<file path="config.mk">
export PLATFORM = sky130hd
export DESIGN_NAME = crf_core_regfile
export DESIGN_NICKNAME = d
export VERILOG_FILES = /design/src/logic/crf_pkg.sv /design/src/logic/crf_operand_decode.sv /design/src/logic/crf_core_regfile.sv
export SDC_FILE = /design/constraint.sdc
export NUM_CORES = 1
export LEC_CHECK = 0
export BUFFER_PORTS_ARGS = -buffer_cell sky130_fd_sc_hd__buf_4
export CAP_MARGIN = 5
export CORE_MARGIN = 1
export CORE_UTILIZATION = 37
export DETAILED_ROUTE_END_ITERATION = 10
export PLACE_DENSITY = 0.65
export SYNTH_ARGS = -nofsm -noshare
export SYNTH_HDL_FRONTEND = slang
export SYNTH_SLANG_ARGS = --single-unit
</file>
<file path="constraint.sdc">
create_clock -name clk -period 18.3 [get_ports clk]
set_input_delay 0.915 -clock clk [delete_from_list [all_inputs] [get_ports clk]]
set_output_delay 0.915 -clock clk [all_outputs]
set_load 0.05 [all_outputs]
</file>
<file path="src/logic/crf_pkg.sv">
// shared constants and types of the core register file
package crf_pkg;
  localparam int INSTR_W = 14;
  localparam int DATA_W = 8;
  localparam int PC_W = 13;
  localparam int PCH_W = 5;
  localparam int STACK_DEPTH = 8;
  localparam int GP_COUNT = 36;
  localparam int BRANCH_CYCLES = 2;

  // register map, bank 0 then bank 1
  localparam logic [7:0] ADDR_INDIRECT_WINDOW = 8'h00;
  localparam logic [7:0] ADDR_TIMER_COUNT = 8'h01;
  localparam logic [7:0] ADDR_PCL = 8'h02;
  localparam logic [7:0] ADDR_FLAGS = 8'h03;
  localparam logic [7:0] ADDR_POINTER = 8'h04;
  localparam logic [7:0] ADDR_PORT_A = 8'h05;
  localparam logic [7:0] ADDR_PORT_B = 8'h06;
  localparam logic [7:0] ADDR_NV_DATA = 8'h08;
  localparam logic [7:0] ADDR_NV_ADDR = 8'h09;
  localparam logic [7:0] ADDR_PCH_BUF = 8'h0A;
  localparam logic [7:0] ADDR_IRQ = 8'h0B;
  localparam logic [7:0] ADDR_INDIRECT_WINDOW_MIRROR = 8'h80;
  localparam logic [7:0] ADDR_OPTION = 8'h81;
  localparam logic [7:0] ADDR_PCL_MIRROR = 8'h82;
  localparam logic [7:0] ADDR_FLAGS_MIRROR = 8'h83;
  localparam logic [7:0] ADDR_POINTER_MIRROR = 8'h84;
  localparam logic [7:0] ADDR_DIR_A = 8'h85;
  localparam logic [7:0] ADDR_DIR_B = 8'h86;
  localparam logic [7:0] ADDR_NV_CTL1 = 8'h88;
  localparam logic [7:0] ADDR_NV_CTL2 = 8'h89;
  localparam logic [6:0] ADDR_GP_FIRST = 7'h0C;
  localparam logic [6:0] ADDR_GP_LAST = ADDR_GP_FIRST + 7'(GP_COUNT - 1);

  // reset values
  localparam logic [7:0] RST_FLAGS_POR = 8'h18;
  localparam logic [7:0] RST_OPTION = 8'hFF;
  localparam logic [4:0] RST_DIR_A = 5'h1F;
  localparam logic [7:0] RST_DIR_B = 8'hFF;
  localparam logic [4:0] RST_PCH_BUF = 5'h00;
  localparam logic [7:0] RST_PCL = 8'h00;

  // field positions and control codes
  localparam int FLAG_C = 0;
  localparam int FLAG_DC = 1;
  localparam int FLAG_Z = 2;
  localparam int FLAG_SLEEP = 3;
  localparam int FLAG_WDT = 4;
  localparam int FLAG_RP0 = 5;
  localparam int OPT_PSA = 3;
  localparam int IRQ_GATE = 7;
  localparam int NVCTL_WR = 1;
  localparam int NVCTL_WRERR = 3;
  localparam int INS_DEST = 7;
  localparam logic [7:0] CODE_RETURN = 8'h08;
  localparam logic [7:0] CODE_RETFIE = 8'h09;

  typedef enum logic [1:0] {
    CLS_BYTE = 2'h0,
    CLS_BIT = 2'h1,
    CLS_JUMP = 2'h2,
    CLS_LIT = 2'h3
  } crf_class_t;

  typedef enum logic [2:0] {
    ST_IDLE = 3'h1,
    ST_EXEC = 3'h2,
    ST_FILL = 3'h4
  } crf_state_t;

  typedef struct packed {
    crf_class_t cls;
    logic [5:0] opcode;
    logic [6:0] fileAddr;
    logic destFile;
    logic [2:0] bitPos;
    logic [7:0] lit8;
    logic [10:0] lit11;
    logic needsAlu;
    logic writesW;
    logic writesFile;
    logic isGoto;
    logic isCall;
    logic isReturn;
    logic isRetfie;
    logic isRetlw;
  } crf_decode_t;
endpackage

</file>
<file path="src/logic/crf_operand_decode.sv">
// splits a 14-bit instruction word into its operand fields
`timescale 1ns/100ps
module crf_operand_decode (
  input wire logic [13:0] instrWord,
  output crf_pkg::crf_decode_t decodeOut
);
  logic control;

  always_comb begin
    decodeOut = '0;
    decodeOut.cls = crf_pkg::crf_class_t'(instrWord[13:12]);
    decodeOut.opcode = instrWord[13:8];
    decodeOut.fileAddr = instrWord[6:0];
    decodeOut.destFile = instrWord[crf_pkg::INS_DEST];
    decodeOut.bitPos = instrWord[9:7];
    decodeOut.lit8 = instrWord[7:0];
    decodeOut.lit11 = instrWord[10:0];
    control = (instrWord[13:8] == 6'h00) && !instrWord[crf_pkg::INS_DEST];
    case (decodeOut.cls)
      crf_pkg::CLS_BYTE: begin
        decodeOut.needsAlu = !control;
        decodeOut.writesFile = instrWord[crf_pkg::INS_DEST];
        decodeOut.writesW = !control && !instrWord[crf_pkg::INS_DEST];
        decodeOut.isReturn = control && (instrWord[7:0] == crf_pkg::CODE_RETURN);
        decodeOut.isRetfie = control && (instrWord[7:0] == crf_pkg::CODE_RETFIE);
      end
      crf_pkg::CLS_BIT: begin
        decodeOut.needsAlu = 1'b1;
        decodeOut.writesFile = !instrWord[11];
      end
      crf_pkg::CLS_JUMP: begin
        decodeOut.isGoto = instrWord[11];
        decodeOut.isCall = !instrWord[11];
      end
      default: begin
        decodeOut.isRetlw = (instrWord[11:10] == 2'h1);
        decodeOut.needsAlu = (instrWord[11:10] != 2'h1);
        decodeOut.writesW = (instrWord[11:10] != 2'h1);
      end
    endcase
  end
endmodule

</file>
<file path="src/logic/crf_core_regfile.sv">
// core register file: banked map, general bytes, pc, stack, operand path
// What this block does
// - each instruction is one 14-bit word: opcode then operand fields
// - byte op result goes to accumulator when select bit 0, else file
// - file address field selects location 0x00..0x7F in current bank
// - bit position field picks which bit of addressed byte is used
// - literal field is eight or eleven bits, per instruction
// - ignored instruction bits may be 0 or 1; generators should use 0
// - indirect window uses pointer as address and has no storage
// - upper five pc bits hidden; buffer copies in, never back
// - watchdog expiry and sleep entry flags survive external pin reset
// - pin and watchdog resets load other-reset values, not power-on ones
// - unimplemented bits and locations read as zero
// - return address stack is eight levels in hardware
// - instructions take one cycle, branches take two; here alu ops take two or more, three if they skip or write pcl
// - thirty-six general purpose bytes besides special registers
// - all locations, accumulator and operand path are eight bits
// - writing timer count clears prescaler when assigned to timer
// - port read-modify-write uses pin levels, not output latch
`timescale 1ns/100ps
module crf_core_regfile #(
  parameter int STACK_DEPTH = crf_pkg::STACK_DEPTH,
  parameter int GP_COUNT = crf_pkg::GP_COUNT
) (
  input wire logic clk,
  input wire logic resetn,
  input wire logic [13:0] instrWord,
  input wire logic instrValid,
  output logic instrReady,
  input wire logic [7:0] resultData,
  input wire logic resultValid,
  input wire logic skipTaken,
  input wire logic [2:0] flagWe,
  input wire logic [2:0] flagIn,
  input wire logic timerTick,
  input wire logic sleepEnter,
  input wire logic wdtClear,
  input wire logic wdtReset,
  input wire logic extResetPinN,
  input wire logic [4:0] portAPins,
  input wire logic [7:0] portBPins,
  output crf_pkg::crf_decode_t decodeOut,
  output logic [7:0] operandData,
  output logic [7:0] bitMask,
  output logic [7:0] workReg,
  output logic [12:0] progCounter,
  output logic [7:0] coreFlags,
  output logic [7:0] timerCount,
  output logic prescalerClear,
  output logic [7:0] optionBits,
  output logic [7:0] irqBits,
  output logic [4:0] portALatch,
  output logic [7:0] portBLatch,
  output logic [4:0] portADir,
  output logic [7:0] portBDir,
  output logic [7:0] nvDataByte,
  output logic [7:0] nvAddrByte,
  output logic [4:0] nvCtlBits
);
  localparam int SP_W = $clog2(STACK_DEPTH);

  typedef struct packed {
    crf_pkg::crf_state_t st;
    crf_pkg::crf_decode_t dec;
    logic [7:0] effAddr;
    logic [7:0] operand;
    logic [7:0] bitMask;
    logic [7:0] wReg;
    logic [12:0] pc;
    logic [4:0] pchBuf;
    logic [7:0] flags;
    logic [7:0] pointer;
    logic [7:0] timer;
    logic [7:0] irq;
    logic [7:0] option;
    logic [7:0] nvData;
    logic [7:0] nvAddr;
    logic [4:0] nvCtl;
    logic [4:0] latchA;
    logic [4:0] dirA;
    logic [7:0] latchB;
    logic [7:0] dirB;
    logic [SP_W-1:0] sp;
    logic [STACK_DEPTH-1:0][12:0] stack;
    logic [GP_COUNT-1:0][7:0] gp;
    logic [4:0] pinA1;
    logic [4:0] pinA2;
    logic [7:0] pinB1;
    logic [7:0] pinB2;
    logic extRst1;
    logic extRst2;
    logic ready;
    logic prescClr;
  } crf_core_state_t;

  crf_core_state_t s_reg;
  crf_core_state_t s_next;
  crf_pkg::crf_decode_t dec;
  logic [7:0] effAddr;
  logic [1:0] rstSync_reg;
  logic rstn;

  ////////////////////////////////////////////////////////////////////////
  // reset release and decode

  always_ff @(posedge clk or negedge resetn) begin
    if (!resetn) begin
      rstSync_reg <= 2'h0;
    end else begin
      rstSync_reg <= {rstSync_reg[0], 1'b1};
    end
  end
  assign rstn = rstSync_reg[1];

  crf_operand_decode u_decode (
    .instrWord(instrWord),
    .decodeOut(dec)
  );

  assign effAddr = (dec.fileAddr == 7'h00) ? s_reg.pointer :
    {s_reg.flags[crf_pkg::FLAG_RP0], dec.fileAddr};

  ////////////////////////////////////////////////////////////////////////
  // register map access

  function automatic logic [7:0] readReg(input crf_core_state_t s, input logic [7:0] a);
    logic [6:0] idx;
    idx = a[6:0] - crf_pkg::ADDR_GP_FIRST;
    readReg = 8'h00;
    if (a[6:0] >= crf_pkg::ADDR_GP_FIRST && a[6:0] <= crf_pkg::ADDR_GP_LAST) begin
      readReg = s.gp[idx[5:0]];
    end else begin
      case (a)
        crf_pkg::ADDR_TIMER_COUNT: readReg = s.timer;
        crf_pkg::ADDR_PCL, crf_pkg::ADDR_PCL_MIRROR: readReg = s.pc[7:0];
        crf_pkg::ADDR_FLAGS, crf_pkg::ADDR_FLAGS_MIRROR: readReg = s.flags;
        crf_pkg::ADDR_POINTER, crf_pkg::ADDR_POINTER_MIRROR: readReg = s.pointer;
        crf_pkg::ADDR_PORT_A: readReg = {3'h0, s.pinA2};
        crf_pkg::ADDR_PORT_B: readReg = s.pinB2;
        crf_pkg::ADDR_NV_DATA: readReg = s.nvData;
        crf_pkg::ADDR_NV_ADDR: readReg = s.nvAddr;
        crf_pkg::ADDR_PCH_BUF, 8'h8A: readReg = {3'h0, s.pchBuf};
        crf_pkg::ADDR_IRQ, 8'h8B: readReg = s.irq;
        crf_pkg::ADDR_OPTION: readReg = s.option;
        crf_pkg::ADDR_DIR_A: readReg = {3'h0, s.dirA};
        crf_pkg::ADDR_DIR_B: readReg = s.dirB;
        crf_pkg::ADDR_NV_CTL1: readReg = {3'h0, s.nvCtl};
        default: readReg = 8'h00;
      endcase
    end
  endfunction

  function automatic crf_core_state_t writeReg(input crf_core_state_t s, input logic [7:0] a,
                                               input logic [7:0] d);
    logic [6:0] idx;
    idx = a[6:0] - crf_pkg::ADDR_GP_FIRST;
    writeReg = s;
    if (a[6:0] >= crf_pkg::ADDR_GP_FIRST && a[6:0] <= crf_pkg::ADDR_GP_LAST) begin
      writeReg.gp[idx[5:0]] = d;
    end else begin
      case (a)
        crf_pkg::ADDR_TIMER_COUNT: begin
          writeReg.timer = d;
          writeReg.prescClr = !s.option[crf_pkg::OPT_PSA];
        end
        crf_pkg::ADDR_PCL, crf_pkg::ADDR_PCL_MIRROR: writeReg.pc = {s.pchBuf, d};
        // sleep and watchdog flags are not software writable
        crf_pkg::ADDR_FLAGS, crf_pkg::ADDR_FLAGS_MIRROR:
          writeReg.flags = {d[7:5], s.flags[4:3], d[2:0]};
        crf_pkg::ADDR_POINTER, crf_pkg::ADDR_POINTER_MIRROR: writeReg.pointer = d;
        crf_pkg::ADDR_PORT_A: writeReg.latchA = d[4:0];
        crf_pkg::ADDR_PORT_B: writeReg.latchB = d;
        crf_pkg::ADDR_NV_DATA: writeReg.nvData = d;
        crf_pkg::ADDR_NV_ADDR: writeReg.nvAddr = d;
        crf_pkg::ADDR_PCH_BUF, 8'h8A: writeReg.pchBuf = d[4:0];
        crf_pkg::ADDR_IRQ, 8'h8B: writeReg.irq = d;
        crf_pkg::ADDR_OPTION: writeReg.option = d;
        crf_pkg::ADDR_DIR_A: writeReg.dirA = d[4:0];
        crf_pkg::ADDR_DIR_B: writeReg.dirB = d;
        crf_pkg::ADDR_NV_CTL1: writeReg.nvCtl = d[4:0];
        default: writeReg = s;
      endcase
    end
  endfunction

  ////////////////////////////////////////////////////////////////////////
  // next state

  always_comb begin
    s_next = s_reg;
    s_next.prescClr = 1'b0;
    s_next.pinA1 = portAPins;
    s_next.pinA2 = s_reg.pinA1;
    s_next.pinB1 = portBPins;
    s_next.pinB2 = s_reg.pinB1;
    s_next.extRst1 = extResetPinN;
    s_next.extRst2 = s_reg.extRst1;
    if (timerTick) begin
      s_next.timer = s_reg.timer + 8'h01;
    end
    if (wdtClear) begin
      s_next.flags[crf_pkg::FLAG_WDT] = 1'b1;
      s_next.flags[crf_pkg::FLAG_SLEEP] = 1'b1;
    end
    if (sleepEnter) begin
      s_next.flags[crf_pkg::FLAG_WDT] = 1'b1;
      s_next.flags[crf_pkg::FLAG_SLEEP] = 1'b0;
    end
    if (!s_reg.extRst2 || wdtReset) begin
      s_next.st = crf_pkg::ST_IDLE;
      s_next.ready = 1'b0;
      s_next.pc = {crf_pkg::RST_PCH_BUF, crf_pkg::RST_PCL};
      s_next.pchBuf = crf_pkg::RST_PCH_BUF;
      s_next.flags = {3'h0, s_reg.flags[4:0]};
      if (wdtReset) begin
        s_next.flags[crf_pkg::FLAG_WDT] = 1'b0;
      end
      s_next.irq = {7'h00, s_reg.irq[0]};
      s_next.option = crf_pkg::RST_OPTION;
      s_next.dirA = crf_pkg::RST_DIR_A;
      s_next.dirB = crf_pkg::RST_DIR_B;
      // an interrupted nonvolatile write is reported
      s_next.nvCtl = 5'h00;
      s_next.nvCtl[crf_pkg::NVCTL_WRERR] = s_reg.nvCtl[crf_pkg::NVCTL_WR];
    end else begin
      case (s_reg.st)
        crf_pkg::ST_IDLE: begin
          if (instrValid && s_reg.ready) begin
            s_next.dec = dec;
            s_next.effAddr = effAddr;
            s_next.operand = readReg(s_reg, effAddr);
            s_next.bitMask = 8'h01 << dec.bitPos;
            if (dec.needsAlu) begin
              s_next.st = crf_pkg::ST_EXEC;
            end else if (dec.isGoto || dec.isCall) begin
              if (dec.isCall) begin
                s_next.stack[s_reg.sp] = s_reg.pc + 13'h0001;
                s_next.sp = s_reg.sp + 1'b1;
              end
              s_next.pc = {s_reg.pchBuf[4:3], dec.lit11};
              s_next.st = crf_pkg::ST_FILL;
            end else if (dec.isReturn || dec.isRetfie || dec.isRetlw) begin
              s_next.sp = s_reg.sp - 1'b1;
              s_next.pc = s_reg.stack[s_reg.sp - 1'b1];
              if (dec.isRetlw) begin
                s_next.wReg = dec.lit8;
              end
              if (dec.isRetfie) begin
                s_next.irq[crf_pkg::IRQ_GATE] = 1'b1;
              end
              s_next.st = crf_pkg::ST_FILL;
            end else begin
              s_next.pc = s_reg.pc + 13'h0001;
            end
          end
        end
        crf_pkg::ST_EXEC: begin
          if (resultValid) begin
            s_next.pc = s_reg.pc + (skipTaken ? 13'h0002 : 13'h0001);
            if (s_reg.dec.writesW) begin
              s_next.wReg = resultData;
            end
            if (s_reg.dec.writesFile) begin
              s_next = writeReg(s_next, s_reg.effAddr, resultData);
            end
            for (int i = 0; i < 3; i++) begin
              if (flagWe[i]) begin
                s_next.flags[i] = flagIn[i];
              end
            end
            if (skipTaken || (s_reg.dec.writesFile && s_reg.effAddr[6:0] ==
                crf_pkg::ADDR_PCL[6:0])) begin
              s_next.st = crf_pkg::ST_FILL;
            end else begin
              s_next.st = crf_pkg::ST_IDLE;
            end
          end
        end
        crf_pkg::ST_FILL: s_next.st = crf_pkg::ST_IDLE;
        default: s_next.st = crf_pkg::ST_IDLE;
      endcase
      s_next.ready = (s_next.st == crf_pkg::ST_IDLE);
    end
  end

  always_ff @(posedge clk or negedge rstn) begin
    if (!rstn) begin
      s_reg <= '0;
      s_reg.st <= crf_pkg::ST_IDLE;
      s_reg.flags <= crf_pkg::RST_FLAGS_POR;
      s_reg.option <= crf_pkg::RST_OPTION;
      s_reg.dirA <= crf_pkg::RST_DIR_A;
      s_reg.dirB <= crf_pkg::RST_DIR_B;
      s_reg.extRst1 <= 1'b1;
      s_reg.extRst2 <= 1'b1;
    end else begin
      s_reg <= s_next;
    end
  end

  assign instrReady = s_reg.ready;
  assign decodeOut = s_reg.dec;
  assign operandData = s_reg.operand;
  assign bitMask = s_reg.bitMask;
  assign workReg = s_reg.wReg;
  assign progCounter = s_reg.pc;
  assign coreFlags = s_reg.flags;
  assign timerCount = s_reg.timer;
  assign prescalerClear = s_reg.prescClr;
  assign optionBits = s_reg.option;
  assign irqBits = s_reg.irq;
  assign portALatch = s_reg.latchA;
  assign portBLatch = s_reg.latchB;
  assign portADir = s_reg.dirA;
  assign portBDir = s_reg.dirB;
  assign nvDataByte = s_reg.nvData;
  assign nvAddrByte = s_reg.nvAddr;
  assign nvCtlBits = s_reg.nvCtl;

  ////////////////////////////////////////////////////////////////////////
  // checks

  logic takeIdle;
  logic finish;
  assign takeIdle = s_reg.ready && instrValid && s_reg.extRst2 && !wdtReset;
  assign finish = s_reg.st == crf_pkg::ST_EXEC && resultValid && s_reg.extRst2 && !wdtReset;
endmodule

</file>
# --- Word-level counts from Yosys, hierarchy flattened ---
# Cells that the tools add are included.
classes:
  order_cmp: 10
  muxes: 96
  add_sub_neg: 7
  bitwise: 3
  n_eq_ne: 76
  n_shift: 1
  n_reduce_logical: 77
op_table:
  columns: ["op", "n"]
  rows:
  - ["two-way mux 611 bit", 1]
  - ["two-way mux 568 bit", 1]
  - ["two-way mux 107 bit", 3]
  - ["bitwise mux 288 bit", 1]
  - ["two-way mux 288 bit", 1]
  - ["case mux 107 bit (2 select lines)", 1]
  - ["two-way mux 212 bit", 1]
  - ["two-way mux 8 bit", 23]
  - ["case mux 91 bit (2 select lines)", 1]
  - ["two-way mux 29 bit", 6]
  - ["== test 8 bit, second input constant", 18]
  - ["case mux 8 bit (14 select lines)", 1]
  - ["bitwise mux 104 bit", 1]
  - ["two-way mux 104 bit", 1]
  - ["two-way mux 94 bit", 1]
  - ["== test 8 x 4 -> 1 bit, second input constant", 10]
  - ["two-way mux 13 bit", 5]
  - ["two-way mux 62 bit", 1]
  - ["two-way mux 30 bit", 2]
  - ["AND reduction 6 bit", 9]
  - ["binary-select mux 8 bit (select 6 bit)", 1]
  - ["demux 8 bit (select 6 bit)", 1]
  - ["== test 8 x 3 -> 1 bit, second input constant", 6]
  - ["AND reduction 5 bit", 8]
  - ["other kinds (52)", 166]
word_totals:
  wordCells: 365
  output_inout_bits: 164
  regBits: 613
  inputBits: 51

# --- Logic depth before layout (Yosys ltp) ---
# Gate-level depths: netlist (run 1).
logic_depth:
  ltp_word: 15
  depth_mapped: 12
  ltp_nobuf: 9

# --- By module ---
# A second synthesis (run 1) with hierarchy kept.
unflattened:
  cells_unflattened: 2798
  hier_area_um2: 30534.3
by_module_without_submodules:
  columns: ["module", "area_per_inst_um2", "seq_area_each_um2", "cells_per_inst", "n_inst"]
  rows:
  - ["crf_core_regfile", 30106.4, 15372.2, 2739, 1]
  - ["crf_operand_decode", 427.9, 0.0, 59, 1]

# --- Worst setup path after synthesis (run 1) ---
# Ideal clock, no wire load.
synth_timing:
  kind: "input to register"
  start: "input instrWord[2]"
  end: "register s_reg (netlist bit operandData[1])"
  path_buffers: 3
  setup_time_ps: 126
  path_stages: 10
  arrival_time_ps: 3102
  required_time_ps: 18174
  setup_slack_ps: 15072
  path_cell_list: "buf_2 > or4_1 > buf_2 > o31a_1 > buf_2 > nand2_2 > mux2_2 > nand2_1 > a221oi_1 > a221o_1"
synth_via:
  elab_chain_len: 8
  word_cells_on_any_way: 36
  cone_classes: "add/sub (1); order compare (2); eq/ne (19); mux (7); reduce/logical (7)"
synth_lines:
  columns: ["element", "line", "source"]
  rows:
  - ["from (decl)", "crf_core_regfile.sv:27", "input wire logic [13:0] instrWord,"]
  - ["logical NOT 7 bit", "crf_core_regfile.sv:120", "assign effAddr = (dec.fileAddr == 7'h00) ? s_reg.pointer :"]
  - ["two-way mux 8 bit (*)", "crf_core_regfile.sv:120", null]
  - ["subtractor 6 x 4 -> 6 bit (tied with other cells)", "crf_core_regfile.sv:128", "idx = a[6:0] - crf_pkg::ADDR_GP_FIRST;"]
  - ["binary-select mux 8 bit (select 6 bit) / OR reduction 2 bit (equally long branches)", "crf_core_regfile.sv:131, crf_core_regfile.sv:133", null]
  - ["two-way mux 8 bit (implied by the code) / case mux 8 bit (14 select lines) (equally long branches)", "crf_core_regfile.sv:131, crf_core_regfile.sv:133", null]
  - ["two-way mux 8 bit (*)", "crf_core_regfile.sv:130", "if (a[6:0] >= crf_pkg::ADDR_GP_FIRST && a[6:0] <= crf_pkg::ADDR_GP_LAST) begin"]
  - ["two-way mux 94 bit (*)", "crf_core_regfile.sv:228", "if (instrValid && s_reg.ready) begin"]
  - ["case mux 91 bit (2 select lines) (*)", "crf_core_regfile.sv:226", "case (s_reg.st)"]
  - ["to (signal assigned)", "crf_core_regfile.sv:297", "s_reg <= s_next;"]
  - ["to (decl)", "crf_core_regfile.sv:96", "crf_core_state_t s_reg;"]
# Every way passes the cells marked *; elsewhere a longest branch is shown, timed or not. The select of a mux whose other input is x is not followed.
# A chain may end at the register's enable or synchronous reset.

# --- Final worst setup path (run 1) ---
layout_timing:
  start: "input instrWord[4]"
  end: "register s_reg (netlist bit operandData[3])"
# Same word-level chain as after synthesis.

==> results of run 1 <==
worst max-delay path, delay by kind of cell:
| kind | cells | cell delay [ns] |
|---|---|---|
| buffers and inverters | 2 | 0.88 |
| and+or+nand+nor | 3 | 1.13 |
| AOI/OAI and AO/OA | 4 | 1.85 |
layout by cell type (no fill, tap or decap), drive strengths merged, types with 10 or more instances in the layout:
| master | n |
|---|---|
| a31oi | 44 |
| mux4 | 26 |
| nor2b | 10 |
| xnor2 | 13 |
| nand2b | 11 |
| nand4 | 22 |
| inv | 21 |
| o32ai | 20 |
| a211oi | 11 |
| nor3 | 28 |
| mux2i | 35 |
| o211ai | 32 |
| and2 | 24 |
| nor4 | 15 |
| clkbuf | 101 |
| buf | 246 |
| ha | 10 |
| and3 | 21 |
| nand2 | 420 |
| a22oi | 16 |
| o22ai | 43 |
| a21oi | 74 |
| xor2 | 22 |
| dfstp | 26 |
| a221oi | 11 |
| nor2 | 86 |
| mux2 | 333 |
| o41ai | 12 |
| nand3 | 51 |
| dfrtp | 563 |
| o21ai | 176 |
routing by layer:
layer,wire [um],part of all wire,global-route usage,vias to the layer above
li1,-,-,-,9423
met1,42940,0.45,0.3565,11090
met2,40860,0.43,0.3496,1029
met3,8571,0.090,0.05204,144
met4,2875,0.030,0.07915,0
met5,0,0,0,-
path summary, 6_finish.rpt:
path	slack (ns)	start	end	depth (start not counted)
worst max-delay path	13.98	instrWord[4]	operandData[3]	9
max in group asynchronous	15.05	rstSync_reg[1]	s_reg[259]	3
worst min register to register	0.35	s_reg[28]	s_reg[23]	0
worst max register to register	14.14	s_reg[496]	operandData[0]	8
min in group clk	0.35	s_reg[28]	s_reg[23]	0
worst min-delay path	0.1	resetn	rstSync_reg[1]	1
final cells by class:
type,count,area share
Timing Repair Buffer,246,0.05756
Sequential cell,589,0.4544
Clock buffer,101,0.06271
Clock inverter,20,0.008311
Inverter,18,0.002078
Multi-Input combinational cell,1720,0.3749
Tap cell,1040,0.04001
power groups by stage:
stage | clock, uW | combinational [uW] | sequential (uW)
final | 1410 | 488 | 1400
after global routing | 1480 | 517 | 1410
after floorplan | 0 | 376 | 1410
after global placement | 0 | 484 | 1420
after CTS | 1430 | 487 | 1400
after detailed placement | 0 | 486 | 1420
per-stage QoR:
stage               hold slack [ns]  area [sq um]  instances  total power, uW
finish                      0.09544         32520       3734             3297
CTS                         0.06544         32520       3734             3316
global placement             0.3324         30210       3613             1908
global route                0.07916         32520       3734             3404
detailed placement           0.3364         30210       3613             1910
floorplan                    0.3312         28940       2680             1783
cells by family (layout without fill, tap and decap cells):
kind of cell	Yosys count	after routing	share of synthesized area
other	1	1	0.0001296
multiplexers	394	394	0.1619
AND/OR/NAND/NOR	725	725	0.1139
AO/OA/AOI/OAI	554	554	0.1272
flip-flops	589	589	0.5104
buffers and inverters	371	385	0.07086
XOR/XNOR	35	35	0.01059
adder cells (fa/ha/maj)	11	11	0.005015
==> flow_summary.ini, run 1 <==
[status]
status = finished, final reports clean

[routing]
wl_um = 95240
drc = 0
vias_per_cell = 5.806
wl_per_cell_um = 25.51
drtIter0Drc = 2164
via_count = 21680
ant_nets = 0
drt_pass1_iterations = 6

[timing]
tightest_slew_ns = 1.280
drv_slew = 0
clock_skew_ns = 0.01754
finalCritPeriodShare = 0.2359
slew_headroom = 0.1403
timing.final.hold_violations = 0
finalCriticalPeriod_ns = 4.317
fin_tns_setup_ns = 0
setup_ws_ns = 13.98
rsz0062_at_grt = no
fmax_mhz = 231.6
finalSetupViolCount = 0

[cells_and_area]
finish.utilization = 0.4198
nFillCells = 7342
largest_reg_flops = 447
n_antenna_cell = 0
layout-drive-gt1-share = 0.2743
multi_input_area_sq_um = 12190
seq_area_sq_um = 14780
syn2layout_area_growth_pct = 12.36
final_nets = 2705

[placed_design]
dp_slack_ns = 13.52
gp_congestion = 0.9459
hpwl_um = 64220
port_buffers = 214

[grt]
grt_start_max_net_pins = 184
grt_pass1_wl_um = 142400
grt_overflow = 0
grt_pass1_vias = 20890
grt_antenna_before_repair = 0
grt_util_all_layers = 0.2416

[power_and_ir_drop]
irDropWorstVdd_uv = 57.41
swShare = 0.2935
p_seq_frac = 0.425
clock_power_share = 0.426
p_int_uw = 2330
switchingPower_uw = 967.6
p_leak_uw = 0.01501
pwr_density_cell_nw_per_um2 = 101.4
combPwrFrac = 0.148

[synthesis]
ys.flop_type = dfrtp_1
synth_fp_nets = 2742
synth.distinct_cells = 91
ys_seq_elements = 589
synth_top_cell_area_share = 0.4868
netlist_top_cells_count = dfrtp_1 (563), nand2_1 (419), mux2_2 (301)
syn_area_sq_um = 28940
ys_warn_count = 0
yosys.cell_count.top_type = dfrtp_1
synth_edf_count = 0
synthTopCellsByArea = dfrtp_1 (49%), mux2_2 (12%), nand2_1 (5.4%)
synth_top_area_cell = dfrtp_1
ys_async_sr_fraction = 1.000
syn_inst = 2680
synth_seq_area_share = 0.5104
avgSynthCellArea_sq_um = 10.80

[cts]
htree_levels = 3
hold_buffers = 0
insertion_delay_ns = 0.61
clk_pin_slew_ns = 0.06
cts_root_buf = clkbuf_16
cts_setup_buffers = 0
cts_resized = 0
cts.sinks = 589
cts_buffers = 68
cts_tree = built
ctsLongestPathBuffers = 3

[die]
die_h_um = 281.7
coreArea_sq_um = 77470
io_pins = 215
rows = 102
fp.dieW_um = 281.7
dieArea_sq_um = 79340
initial_utilization = 0.3736

[critical_path]
slowest_delay_ns = 0.88
critPathMostFrequentCell = buf_4
crit_arrival_ns = 4.80
worstSetupStartpointType = input port
cp_cell_sequence = buf_4, or3_1, o41ai_4, buf_4, nor3_2, and2_1, a2111oi_0, a31oi_1, a311o_1
cp_slowest_cell = o41ai_4
critical_path_class = in2reg
crit_fanout = 54
end_kind = register
cp.required_ns = 18.78

[hold_path]
hold_class = in2async

[job]
cap_violations = 0
Note: power is estimated with default switching activity, not from simulation.
==> run 2, diff against run 1 <==
--- a/config.mk
+++ b/config.mk
@@ -10,7 +10,7 @@
 export CORE_MARGIN = 1
 export CORE_UTILIZATION = 37
 export DETAILED_ROUTE_END_ITERATION = 10
-export PLACE_DENSITY = 0.65
+export PLACE_DENSITY = 0.63
 export SYNTH_ARGS = -nofsm -noshare
 export SYNTH_HDL_FRONTEND = slang
 export SYNTH_SLANG_ARGS = --single-unit
==> constraint.sdc (replaced) <==
create_clock -name clk -period 4.3 [get_ports clk]
set_input_delay 0.215 -clock clk [delete_from_list [all_inputs] [get_ports clk]]
set_output_delay 0.215 -clock clk [all_outputs]
set_load 0.05 [all_outputs]
==> run 2 against run 1 <==
Net effect:
- first-iteration DRC count is 16% higher
- routed wire length grew 6.5%
- sequential cell count is the same
- power rose to 4.3 times the previous value
- design area grew 2.1%
- global-route usage is 1.4 points higher
- critical path type is now reg2reg
- critical endpoint is now operandData[4]
==> flow_summary.ini, run 2 (synthesized netlist as in run 1, its figures left out) <==
[cells_and_area]
final_nets = 2780
largest_reg_flops = 447
syn2layout_area_growth_pct = 14.71
mostFrequentLayoutCell = dfrtp_1
finish.utilization = 0.4285
mostFrequentLayoutCells = dfrtp_1 (561), nand2_1 (419), mux2_2 (301)
layout-drive-gt1-share = 0.2776
final_cells = 3811

[placed_design]
place_inst = 3643
gp_congestion = 0.9786
hpwl_um = 70880
port_buffers = 214

[timing]
timing.final.hold_violations = 0
fmax_mhz = 275.1
clock_skew_ns = 0.03119
drv_slew = 0
finalSetupViolCount = 0
tightest_slew_ns = 1.279
finalCritPeriodShare = 0.8454
rsz0062_at_grt = no
slew_headroom = 0.1466
finalCriticalPeriod_ns = 3.635
fin_tns_setup_ns = 0

[grt]
grt-busiest-layer = met2
grt_pass1_vias = 21750
grt_pass1_wl_um = 149700
grt_start_max_net_pins = 98
grt_util_met3 = 0.03555
grt_antenna_before_repair = 2
grt_overflow = 0
grt_util_all_layers = 0.2558
use_met1 = 0.3800
use_met2 = 0.3823

[power_and_ir_drop]
p_leak_uw = 0.01535
pwr_density_cell_nw_per_um2 = 423.2
irDropWorstVdd_uv = 239.4
finalPower_uw = 14050

[cts]
insertion_delay_ns = 0.64
cts_root_buf = clkbuf_16
cts_tree = built
cts_setup_buffers = 0
clk_pin_slew_ns = 0.06
cts_buffers = 68
htree_levels = 3
cts.sinks = 589
ctsLongestPathBuffers = 3

[die]
coreArea_sq_um = 77470
rows = 102
fp.dieW_um = 281.7
dieArea_sq_um = 79340
initial_utilization = 0.3736
io_pins = 215
die_h_um = 281.7

[critical_path]
r2r-start = s_reg[497]
worstSetupStartpointType = register
critical_path_class = reg2reg
cp_slowest_cell = a2111oi_0
cp_cell_sequence = nor4b_1, a21oi_4, buf_4, nor4_1, buf_4, and2_0, a2111oi_0, a31oi_1, a311o_1
crit_arrival_ns = 4.15
crit_buf_inv = 2
timing.critical_path.to = operandData[4]
reg2reg_to = operandData[4]
cp_num_cells = 9
critPathMostFrequentCell = buf_4
slowest_delay_ns = 0.82
crit_fanout = 21
end_kind = register
rrSetupSlack_ns = 0.66
reg2reg_depth = 9
cp.required_ns = 4.81
worstSetupStartpoint = s_reg[497]
crit_family = compound AO/OA/AOI/OAI gates

[routing]
drtIter0Drc = 2512
via_count = 22270
drc = 0
drt_pass1_iterations = 7
vias_per_cell = 5.844
ant_nets = 0
wl_um = 101400
wl_per_cell_um = 26.61

[hold_path]
hold_class = in2reg

[job]
cap_violations = 0

[status]
status = finished, final reports clean
run 2: cell count changes in the layout (fill, tap and decap cells not counted), moves of 2 or more:
cell,change
buf_12,+5
buf_4,+25
clkbuf_1,+2
clkbuf_16,-3
clkbuf_8,-6
clkinv_2,+3
dlygate4sd3_1,+44
inv_16,+3
run 2: per-stage QoR:
step | worst slack [ns] | hold slack [ns] | instance area (sq um)
after floorplan | -1.401 | -0.08059 | 28950
after global placement | 0.6464 | 0.001110 | 30490
after detailed placement | 0.7579 | 0.001881 | 30490
after CTS | 0.8187 | 0.004374 | 33190
after global routing | 0.6400 | 0.05031 | 33200
final | 0.6646 | 0.02648 | 33200
run 2: worst min path at each step:
stage / cells past startpoint / end / slack, ns / start
6_report: 3 / workReg[4] / 0.03 / instrWord[4]
5_1_grt: 3 / workReg[4] / 0.05 / instrWord[4]
4_1_cts: 3 / workReg[4] / 0.004 / instrWord[4]
3_5_place_dp: 1 / rstSync_reg[0] / 0.002 / resetn
3_3_place_gp: 1 / rstSync_reg[0] / 0.001 / resetn
2_1_floorplan: 0 / rstSync_reg[0] / -0.08 / resetn
run 2: timing repair:
item                      4_1_cts  5_1_grt
hold endpoints to repair       45        0
resized for setup               0        0
hold buffers                   44        0
run 2: worst reg2reg max path: cells and delay by family, from the launching register on:
kind	cells	cell delay, ns
simple gates	3	0.51
flops	1	0.47
compound gates	4	1.92
buf+inv	2	0.61
run 2: power by group:
part           switching, uW  internal (uW)
logic                   1550            614
clock network           2430           3480
registers                277           5700
total                   4260           9790
run 2: final cells by class:
class                   count  area, sq um
repair buffers            321         2605
diodes                      1        2.502
inverters                  18        67.56
well taps                1040         1301
fillers                  7227        44270
clock buffers              94         1889
clock inverters            28        369.1
flip-flops and latches    589        14780
multi-input cells        1720        12190
run 2: per-layer routing:
layer / vias to the layer above / share of wire
li1: 9565 / -
met1: 11550 / 0.45
met2: 1004 / 0.44
met3: 153 / 0.074
met4: 2 / 0.028
met5: - / 0.00013
==> run 3, diff against run 2 <==
--- a/config.mk
+++ b/config.mk
@@ -10,7 +10,7 @@
 export CORE_MARGIN = 1
 export CORE_UTILIZATION = 37
 export DETAILED_ROUTE_END_ITERATION = 10
-export PLACE_DENSITY = 0.63
+export PLACE_DENSITY = 0.65
 export SYNTH_ARGS = -nofsm -noshare
 export SYNTH_HDL_FRONTEND = slang
 export SYNTH_SLANG_ARGS = --single-unit
==> constraint.sdc (replaced) <==
create_clock -name clk -period 2.9 [get_ports clk]
set_input_delay 0.145 -clock clk [delete_from_list [all_inputs] [get_ports clk]]
set_output_delay 0.145 -clock clk [all_outputs]
set_load 0.05 [all_outputs]
==> run 3 against run 2 <==
Net effect:
- count of clock-buffer cells in the layout shrank 4
- design area rose by 3.1%
- highest routed layer is now met4
- critical endpoint is now operandData[2]
- clock power grew 36%
- power increased by 44%
- core utilization up 1.3 points
- largest power group unchanged
- sequential cell count unchanged
- via count grew 1.7%
- clock skew decreased by 0.011 ns
- routed wire length fell by 1.8%
==> flow_summary.ini, run 3 (synthesized netlist as in run 1, its figures left out) <==
[power_and_ir_drop]
p_leak_uw = 0.01596
pwr_density_cell_nw_per_um2 = 592.3
finalPower_uw = 20280
irDropWorstVdd_uv = 546.3

[timing]
finalCritPeriodShare = 0.9860
drv_slew = 0
slew_headroom = 0.4023
finalCriticalPeriod_ns = 2.859
finalSetupViolCount = 0
timing.final.hold_violations = 0
fin_tns_setup_ns = 0
tightest_slew_ns = 0.8884
setup_ws_ns = 0.04057
clock_skew_ns = 0.02008
rsz0062_at_grt = yes
fmax_mhz = 349.7

[routing]
drc = 0
wl_um = 99590
vias_per_cell = 5.762
wl_per_cell_um = 25.35
drt_pass1_iterations = 6
drtIter0Drc = 2514
via_count = 22640
ant_nets = 0

[die]
die_h_um = 281.7
dieArea_sq_um = 79340
rows = 102
fp.dieW_um = 281.7
io_pins = 215
initial_utilization = 0.3736
coreArea_sq_um = 77470

[grt]
grt_antenna_before_repair = 3
grt_util_met3 = 0.05270
use_met2 = 0.3713
grt_util_all_layers = 0.2519
grt_overflow = 0
use_met1 = 0.3673
grt_pass1_wl_um = 149100
grt-busiest-layer = met2
grt_pass1_vias = 22130
grt_start_max_net_pins = 85

[critical_path]
end_kind = register
crit_family = compound AO/OA/AOI/OAI gates
cp_slowest_cell = dfstp_2
slowest_delay_ns = 0.55
cp_cell_sequence = or3b_2, nor4_2, buf_12, o2111ai_1, a221oi_1, a31o_1, o311ai_1
crit_buf_inv = 1
critical_path_class = reg2reg
crit_arrival_ns = 3.35
cp.required_ns = 3.39
worstSetupStartpointType = register
crit_fanout = 12

[cts]
cts_buffers = 61
cts_root_buf = clkbuf_16
ctsLongestPathBuffers = 3
cts.sinks = 589
clk_pin_slew_ns = 0.06
htree_levels = 2
cts_tree = built
insertion_delay_ns = 0.64

[cells_and_area]
postLayoutCellArea_sq_um = 34240
mostFrequentLayoutCell = dfrtp_1
final_nets = 2902
syn2layout_area_growth_pct = 18.30
layout-drive-gt1-share = 0.3100
seq_area_sq_um = 14780
largest_reg_flops = 447
finish.utilization = 0.4420
mostFrequentLayoutCells = dfrtp_1 (561), nand2_1 (418), buf_4 (381)
multi_input_area_sq_um = 12260
nFillCells = 7255

[placed_design]
dpl_cell_area_sq_um = 31710
port_buffers = 214
dp_slack_ns = -0.07777
gp_congestion = 0.9840
hpwl_um = 69250

[job]
cap_violations = 0

[status]
status = finished, final reports clean

[hold_path]
hold_class = in2reg
run 3: cell types whose count changed in the layout (fill, tap and decap cells not counted), moves of 2 or more:
cell / previous run / this run
clkinvlp_4: 3 / 1
clkinv_2: 11 / 9
and2_1: 22 / 20
a2111oi_2: 0 / 3
clkbuf_16: 68 / 61
and2_2: 0 / 2
nor4_2: 4 / 6
buf_4: 269 / 381
buf_12: 7 / 26
clkbuf_1: 17 / 19
a2111oi_0: 7 / 3
nor4_1: 10 / 8
inv_16: 3 / 1
run 3: metal layers:
layer,wire length (um),share of wire,vias up
li1,-,-,9818
met1,43930,0.44,11510
met4,3190,0.032,0
met3,9446,0.095,195
met5,0,0,-
met2,43020,0.43,1120
run 3: metrics by stage:
step / cells / hold slack [ns]
after global routing: 3929 / 0.04086
after detailed placement: 3772 / -0.06973
after global placement: 3772 / -0.06948
final: 3929 / 0.03605
after floorplan: 2680 / -0.1506
after CTS: 3927 / 0.0005331
run 3: area by class of cell:
type / count / area share
timing repair buffer: 450 / 0.1113
clock buffer: 90 / 0.05069
tap: 1040 / 0.03801
inverter: 18 / 0.001973
clock inverter: 20 / 0.008149
antenna: 2 / 0.0001462
multi-input combinational: 1720 / 0.3581
sequential: 589 / 0.4316
run 3: worst paths after layout:
kind / start / to / slack, ns / cells after the start
worst max-delay path: s_reg[608] / operandData[2] / 0.04 / 7
min in group asynchronous: rstSync_reg[1] / s_reg[351] / 0.30 / 0
worst min-delay path: resultData[3] / nvCtlBits[3] / 0.04 / 3
max in group asynchronous: rstSync_reg[1] / s_reg[47] / 1.65 / 1
worst max register to register: s_reg[608] / operandData[2] / 0.04 / 7
worst min register to register: rstSync_reg[1] / s_reg[351] / 0.30 / 0
run 3: timing repair:
item                       4_1_cts  5_1_grt
setup endpoints to repair        2       73
pin swaps                        1        0
hold endpoints to repair        53        0
buffers inserted                 2        0
hold buffers                    43        0
resized for setup                2       14
run 3: report_power, final:
part	switching (uW)	internal (uW)	leakage (uW)
sequential	374	8450	0.00798
combinational	2380	1060	0.00698
clock	3350	4660	0.000990
run 3: worst min-delay path, cell delays in order:
cell and delay, ns:
buf_4 0.25, nand3_1 0.12, a31oi_1 0.08
